--- src/psec_defs.svh ---
`ifndef PSEC_DEFS_SVH
`define PSEC_DEFS_SVH
// register indices (byte address is four times the index)
`define PSEC_IDX_SUMMARY    5'h10
`define PSEC_IDX_FALSE_CAR  5'h14
`define PSEC_IDX_RX_ERR     5'h15
`define PSEC_IDX_IRQ_STATUS 5'h18
`define PSEC_IDX_IRQ_MASK   5'h19
// summary status field positions
`define PSEC_SUM_LINK       0
`define PSEC_SUM_SPEED10    1
`define PSEC_SUM_DUPLEX     2
`define PSEC_SUM_LOOPBACK   3
`define PSEC_SUM_AN_DONE    4
`define PSEC_SUM_JABBER     5
`define PSEC_SUM_FC_LATCH   11
`define PSEC_SUM_RXE_LATCH  13
// interrupt bit positions
`define PSEC_IRQ_FALSE_CAR  0
`define PSEC_IRQ_RX_ERR     1
`define PSEC_IRQ_LINK_CHG   2
`define PSEC_IRQ_AN_DONE    3
// reset values and counter saturation value
`define PSEC_CNT_RESET      8'h00
`define PSEC_CNT_MAX        8'hFF
`define PSEC_IRQ_RESET      4'h0
`endif

--- src/psec_pkg.sv ---
package psec_pkg;
   typedef logic [15:0] psec_word_t;
   typedef logic [4:0]  psec_addr_t;
   typedef logic [3:0]  psec_irq_t;
endpackage : psec_pkg

--- src/psec_cnt_if.sv ---
`timescale 1ns/1ps
`default_nettype none
interface psec_cnt_if #(parameter int WIDTH = 8);
   logic             event_pulse;
   logic             clear_rd;
   logic [WIDTH-1:0] count;
   modport ctl (output event_pulse, output clear_rd, input count);
   modport cnt (input event_pulse, input clear_rd, output count);
endinterface : psec_cnt_if
`default_nettype wire

--- src/psec_sat_counter.sv ---
`timescale 1ns/1ps
`default_nettype none
`include "psec_defs.svh"
module psec_sat_counter #(
   parameter int WIDTH = 8
) (
   input  wire logic  clk,
   input  wire logic  srst,
   input  wire logic  ce,
   psec_cnt_if.cnt    cif
);
   import psec_pkg::*;

   function automatic logic [WIDTH-1:0] sat_inc(input logic [WIDTH-1:0] v);
      sat_inc = (&v) ? v : v + 1'b1;
   endfunction : sat_inc

   logic [WIDTH-1:0] count;
   assign cif.count = count;

   always_ff @(posedge clk) begin
      if (srst) begin
         count <= '0;
      end else if (ce) begin
         if (cif.clear_rd)
            count <= cif.event_pulse ? WIDTH'(1) : '0;
         else if (cif.event_pulse)
            count <= sat_inc(count);
      end
   end
endmodule : psec_sat_counter
`default_nettype wire

--- src/psec_carrier_track.sv ---
`timescale 1ns/1ps
`default_nettype none
module psec_carrier_track (
   input  wire logic clk,
   input  wire logic srst,
   input  wire logic ce,
   input  wire logic carrier,
   input  wire logic symbol_err,
   input  wire logic collision,
   output logic      count_pulse
);
   logic seen_err;
   logic seen_col;
   logic carrier_d;

   always_ff @(posedge clk) begin
      if (srst) begin
         seen_err  <= 1'b0;
         seen_col  <= 1'b0;
         carrier_d <= 1'b0;
      end else if (ce) begin
         carrier_d <= carrier;
         if (carrier) begin
            seen_err <= seen_err | symbol_err;
            seen_col <= seen_col | collision;
         end else begin
            seen_err <= 1'b0;
            seen_col <= 1'b0;
         end
      end
   end

   // one count at end of a carrier event with a symbol error, never with collision
   assign count_pulse = ce && carrier_d && !carrier && seen_err && !seen_col;
endmodule : psec_carrier_track
`default_nettype wire

--- src/psec_top.sv ---
// Local design decision: strobed register access.
`timescale 1ns/1ps
`default_nettype none
`include "psec_defs.svh"
module psec_top #(
   parameter int CNT_WIDTH = 8
) (
   input  wire logic             clk,
   input  wire logic             srst,
   input  wire logic             ce,
   input  wire psec_pkg::psec_addr_t addr,
   input  wire psec_pkg::psec_word_t wdata,
   input  wire logic             wr_en,
   input  wire logic             rd_en,
   output psec_pkg::psec_word_t  rdata,
   input  wire logic             jabber,
   input  wire logic             an_done,
   input  wire logic             loopback,
   input  wire logic             full_duplex,
   input  wire logic             speed10,
   input  wire logic             link_ok,
   input  wire logic             false_carrier,
   input  wire logic             carrier,
   input  wire logic             symbol_err,
   input  wire logic             collision,
   output logic                  irq
);
   import psec_pkg::*;

   psec_cnt_if #(.WIDTH(CNT_WIDTH)) fc_if ();
   psec_cnt_if #(.WIDTH(CNT_WIDTH)) re_if ();

   logic      rx_err_pulse;
   logic      fc_latch;
   logic      re_latch;
   logic      link_d;
   logic      an_d;
   psec_irq_t irq_status;
   psec_irq_t irq_mask;
   psec_irq_t irq_event;
   logic      rd_fc;
   logic      rd_re;
   logic      fc_pulse;

   function automatic logic hit(input psec_addr_t a, input psec_addr_t idx, input logic s);
      hit = s && (a == idx);
   endfunction : hit

   assign rd_fc    = ce && hit(addr, `PSEC_IDX_FALSE_CAR, rd_en);
   assign rd_re    = ce && hit(addr, `PSEC_IDX_RX_ERR, rd_en);
   assign fc_pulse = ce && false_carrier;

   assign fc_if.event_pulse = fc_pulse;
   assign fc_if.clear_rd    = rd_fc;
   assign re_if.event_pulse = rx_err_pulse;
   assign re_if.clear_rd    = rd_re;

   psec_carrier_track u_track (
      .clk         (clk),
      .srst        (srst),
      .ce          (ce),
      .carrier     (carrier),
      .symbol_err  (symbol_err),
      .collision   (collision),
      .count_pulse (rx_err_pulse)
   );

   psec_sat_counter #(.WIDTH(CNT_WIDTH)) u_fc_cnt (
      .clk  (clk),
      .srst (srst),
      .ce   (ce),
      .cif  (fc_if.cnt)
   );

   psec_sat_counter #(.WIDTH(CNT_WIDTH)) u_re_cnt (
      .clk  (clk),
      .srst (srst),
      .ce   (ce),
      .cif  (re_if.cnt)
   );

   // latched summary flags: set wins over read clear
   always_ff @(posedge clk) begin
      if (srst) begin
         fc_latch <= 1'b0;
      end else if (ce) begin
         if (fc_pulse)
            fc_latch <= 1'b1;
         else if (rd_fc)
            fc_latch <= 1'b0;
      end
   end

   always_ff @(posedge clk) begin
      if (srst) begin
         re_latch <= 1'b0;
      end else if (ce) begin
         if (rx_err_pulse)
            re_latch <= 1'b1;
         else if (rd_re)
            re_latch <= 1'b0;
      end
   end

   // interrupt events
   always_ff @(posedge clk) begin
      if (srst) begin
         link_d <= 1'b0;
         an_d   <= 1'b0;
      end else if (ce) begin
         link_d <= link_ok;
         an_d   <= an_done;
      end
   end

   always_comb begin
      irq_event = '0;
      irq_event[`PSEC_IRQ_FALSE_CAR] = fc_pulse;
      irq_event[`PSEC_IRQ_RX_ERR]    = rx_err_pulse;
      irq_event[`PSEC_IRQ_LINK_CHG]  = ce && (link_ok != link_d);
      irq_event[`PSEC_IRQ_AN_DONE]   = ce && an_done && !an_d;
   end

   always_ff @(posedge clk) begin
      if (srst) begin
         irq_status <= `PSEC_IRQ_RESET;
      end else if (ce) begin
         if (hit(addr, `PSEC_IDX_IRQ_STATUS, wr_en))
            irq_status <= (irq_status & ~wdata[3:0]) | irq_event;
         else
            irq_status <= irq_status | irq_event;
      end
   end

   always_ff @(posedge clk) begin
      if (srst) begin
         irq_mask <= `PSEC_IRQ_RESET;
      end else if (ce && hit(addr, `PSEC_IDX_IRQ_MASK, wr_en)) begin
         irq_mask <= wdata[3:0];
      end
   end

   always_ff @(posedge clk) begin
      if (srst)
         irq <= 1'b0;
      else if (ce)
         irq <= |(irq_status & irq_mask);
   end

   // read data, one cycle after the strobe; writes to counters ignored
   always_ff @(posedge clk) begin
      if (srst) begin
         rdata <= '0;
      end else if (ce) begin
         rdata <= '0;
         if (rd_en) begin
            unique case (addr)
               `PSEC_IDX_SUMMARY: begin
                  rdata[`PSEC_SUM_JABBER]    <= jabber;
                  rdata[`PSEC_SUM_AN_DONE]   <= an_done;
                  rdata[`PSEC_SUM_LOOPBACK]  <= loopback;
                  rdata[`PSEC_SUM_DUPLEX]    <= full_duplex;
                  rdata[`PSEC_SUM_SPEED10]   <= speed10;
                  rdata[`PSEC_SUM_LINK]      <= link_ok;
                  rdata[`PSEC_SUM_FC_LATCH]  <= fc_latch;
                  rdata[`PSEC_SUM_RXE_LATCH] <= re_latch;
               end
               `PSEC_IDX_FALSE_CAR:  rdata[7:0] <= fc_if.count;
               `PSEC_IDX_RX_ERR:     rdata[7:0] <= re_if.count;
               `PSEC_IDX_IRQ_STATUS: rdata[3:0] <= irq_status;
               `PSEC_IDX_IRQ_MASK:   rdata[3:0] <= irq_mask;
               default:              rdata <= '0;
            endcase
         end
      end
   end
endmodule : psec_top
`default_nettype wire

--- config.mk ---
export PLATFORM = sky130hd
export DESIGN_NAME = psec_top
export DESIGN_NICKNAME = d
export VERILOG_FILES = /design/src/psec_pkg.sv /design/src/psec_cnt_if.sv /design/src/psec_sat_counter.sv /design/src/psec_carrier_track.sv /design/src/psec_top.sv
export VERILOG_INCLUDE_DIRS = /design/src /design/src/src
export SDC_FILE = /design/constraint.sdc
export NUM_CORES = 1
export LEC_CHECK = 0
export BUFFER_PORTS_ARGS = -buffer_cell sky130_fd_sc_hd__buf_2
export CORE_UTILIZATION = 50
export CTS_BUF_LIST = sky130_fd_sc_hd__clkbuf_2
export CTS_CLUSTER_DIAMETER = 150
export DETAILED_ROUTE_END_ITERATION = 8
export MAX_ROUTING_LAYER = met4
export PLACE_DENSITY_LB_ADDON = 0.05
export SLEW_MARGIN = 0
export SYNTH_ARGS = -nofsm -noshare
export SYNTH_HDL_FRONTEND = slang
export SYNTH_SLANG_ARGS = --single-unit
--- constraint.sdc ---
create_clock -name clk -period 1.58 [get_ports clk]
set_input_delay 0.316 -clock clk [delete_from_list [all_inputs] [get_ports clk]]
set_output_delay 0.316 -clock clk [all_outputs]
set_load 0.03 [all_outputs]
==> summary.md <==
| Metric | Value |
|---|---|
| Status | `complete, no violations` |
| Dpl hpwl | `3835 microns` |
| Cell taking the most area after synthesis | `dfxtp_1` |
| Final #Nets | `341` |
| First-pass GRT wire length | `8266 microns` |
| Fmax | `667.6 MHz` |
| Post-synth EDFFs | `0` |
| Post-synthesis compound-gate area fraction | `0.1943` |
| Initial Util | `0.5301` |
| Total CTS buffers | `5` |
| Setup Crit Path Kind | `reg2reg` |
| I/O pins | `53` |
| Maximum vdd ir drop | `0.0004844 V` |
| DR vias/cell | `5.588` |
| DRC errors left | `0` |
| Power Dens Cells | `742.4 mW/mm^2` |
| Synth cell types | `55` |
| Switching power | `0.5143 mW` |
| Utilization after layout | `0.6516` |
| Share of layout cells above drive strength 1 | `0.3092` |
| Final setup fails | `0` |
| Leading cell type in the layout, fill and taps excluded | `dfxtp_1` |
| Setup slack at placement | `-0.04455 ns` |
| TritonCTS clock tree | `yes` |
| Antenna cell count | `0` |
| Crit path DAT | `1.87 ns` |
| Buffers on Ports | `34` |
| Slew Limit Fails | `0` |
| CTS Root Cell | `clkbuf_2` |
| # H-tree levels | `2` |
| Post-Place Cell Area | `0.002531 sq mm` |
| Max cap viols | `0` |
| CP endpoint kind | `flop` |
| Synth warn | `0` |
| Worst reg-to-reg path cell count | `5` |
| Synth Area in Adders | `0.01163` |
| Pwr Total | `1.963 mW` |
| Die Ht | `67.59 microns` |
| Ys async rst share | `0` |
| Hold Fails Final Rpt | `0` |
| Total clock sinks | `42` |
| #FFs+latches synth | `42` |
| Comb power frac | `0.113` |
| Reg power frac | `0.559` |
| Post-route clock period utilization | `0.9480` |
| Synth Instances | `241` |
| Routed length per instance | `14.41 microns` |
| Setup tns final | `0 ns` |
| Clock period minus worst slack | `1.498 ns` |
| Main synth FF type | `dfxtp_1` |
| Post-Syn Area | `0.002151 sq mm` |
| RePlAce Congestion | `0.8603` |
| Switch share | `0.2620` |
| WP data required | `1.95 ns` |
| Hold Path Cell Cnt | `2` |
| Clk Latency, worst-skew pair | `0.41 ns` |
| Clock skew | `0.03204 ns` |
| Setup ws final | `0.08210 ns` |
| Final Cell Area | `0.002644 sq mm` |
| Syn_area_per_cell | `8.925 sq um` |
| Area occupied by multi-input gates | `0.001235 sq mm` |
| Int Power | `1.448 mW` |
| Critical path startpoint category | `flop` |
| Post-Synth XOR/XNOR Area | `0.02443` |
| Die X | `67.59 microns` |
| Largest cells by area after synthesis | `dfxtp_1, mux2i_1, nor2_1` |
| Simple-gate share of the synthesized area | `0.2362` |
| Pre-antenna DRT Iters | `4` |
| Rows | `23` |
| Clock power share | `0.328` |
| Antenna violations before repair | `0` |
| Largest family of logic cells by synthesized area | `simple AND/OR/NAND/NOR gates` |
| CP max FO | `6` |
| Fill cell count | `358` |
| Drt total wl | `5100 microns` |
| Core area | `0.004058 sq mm` |
| Seq/Total Area, Yosys | `0.3909` |
| Antenna-violating nets left | `0` |
| Yosys top cell area share | `0.3909` |
| Die area | `0.004568 sq mm` |
| Mux contribution to synthesized area | `0.08551` |
| Grt ovf | `0` |
| Worst stage delay on the critical path | `0.42 ns` |
| Storage cell area | `845.8 sq um` |
| Vias in the first global route | `1881` |
| Slowest cell on crit path | `dfxtp_4` |
| Clock Path Buffers | `2` |
| Total number of vias | `1978` |
| Hold crit path type | `in2reg` |
| Pin count of the biggest net entering global routing | `17` |
| Overall track demand over capacity in global routing | `0.2514` |
| Synth-to-layout area growth | `22.92%` |
| First DRT Iteration DRCs | `96` |
| Clock-pin slew on the worst setup and hold paths | `0.22 ns` |
| Most frequent cells in the layout | `dfxtp_1, buf_2, buf_4` |
| Worst-path cell chain | `ha_4 > nand4_1 > o211ai_1 > a21boi_2 > a32o_2` |
| Leakage | `1.128 nW` |
Yosys cell counts (all sizes together), types with 2 or more instances:
cell,instances
a211oi,2
a21bo,2
a21o,2
a21oi,19
a221oi,2
a222oi,2
a22oi,7
a311oi,4
a31oi,2
a32o,2
and3,4
and4,3
buf,15
clkbuf,2
dfxtp,42
ha,2
inv,4
mux2,3
mux2i,15
nand2,15
nand2b,4
nand3,10
nand4,4
nor2,27
nor3,5
o211ai,3
o21ai,7
o31ai,3
or3,6
or4,2
xnor2,2
xor2,4
final cells by class:
cell class,count,area share
multi-input combinational,183,0.4671
sequential,42,0.3199
timing repair buffer,67,0.1581
tap,50,0.02366
clock inverter,2,0.01420
clock buffer,6,0.01136
inverter,4,0.005679
cells by family (layout without fill, tap and decap cells):
logic type | count (synthesis) | count (layout)
flops | 42 | 42
simple gates | 90 | 90
other cells | 1 | 6
buf+inv | 21 | 79
xor+xnor | 6 | 6
mux | 18 | 18
compound gates | 61 | 61
fa+ha+maj | 2 | 2
stage by stage:
step | std cells | hold WS, ns
4_1_cts | 352 | 0.07715
3_3_place_gp | 344 | 0.4497
2_1_floorplan | 246 | 0.4257
3_5_place_dp | 344 | 0.4550
6_report | 354 | 0.09683
5_1_grt | 354 | 0.07072
per-layer routing:
metal / vias up / wire length, microns / GRT usage
met5: - / 0 / -
met4: 0 / 53 / 0.07713
met3: 5 / 245 / 0.05236
met2: 61 / 2278 / 0.3936
met1: 909 / 2523 / 0.3211
li1: 1003 / - / -
worst max-delay path: cells and delay by family (launching register included):
kind                     cells  cell delay (ns)
AO/OA/AOI/OAI                3             0.81
adder cells (fa/ha/maj)      1             0.12
flip-flops                   1             0.42
AND/OR/NAND/NOR              1             0.12
timing repair:
action,in CTS,in global routing
endpoints found under the setup margin,1,6
hold buffers,0,0
cloned,0,0
gates resized for setup,1,9
pin swaps,1,3
setup buffers,0,2
state kept, by name, summed over array words and instances (netlist names):
| signal | count |
|---|---|
| rdata | 10 |
| u_fc_cnt.cif.count | 8 |
| u_re_cnt.cif.count | 8 |
| irq_mask | 4 |
| irq_status | 4 |
| an_d | 1 |
| fc_latch | 1 |
| irq | 1 |
| link_d | 1 |
| re_latch | 1 |
| u_track.carrier_d | 1 |
| u_track.seen_col | 1 |
| u_track.seen_err | 1 |
final timing paths:
| check | to | slack (ns) | start |
|---|---|---|---|
| min | irq_status[1] | 0.1 | wdata[1] |
| max reg2reg | u_re_cnt.cif.count[0] | 0.08 | u_re_cnt.cif.count[0] |
| max | u_re_cnt.cif.count[0] | 0.08 | u_re_cnt.cif.count[0] |
| min reg2reg | re_latch | 0.47 | re_latch |
power by group through the flow:
stage	combinational (mW)	clock [mW]	sequential, mW
floorplan	0.141	0	1.12
global placement	0.218	0	1.12
detailed placement	0.220	0	1.12
CTS	0.221	0.652	1.10
global route	0.246	0.695	1.10
finish	0.222	0.644	1.10
Note: power is estimated with default switching activity, not from simulation.
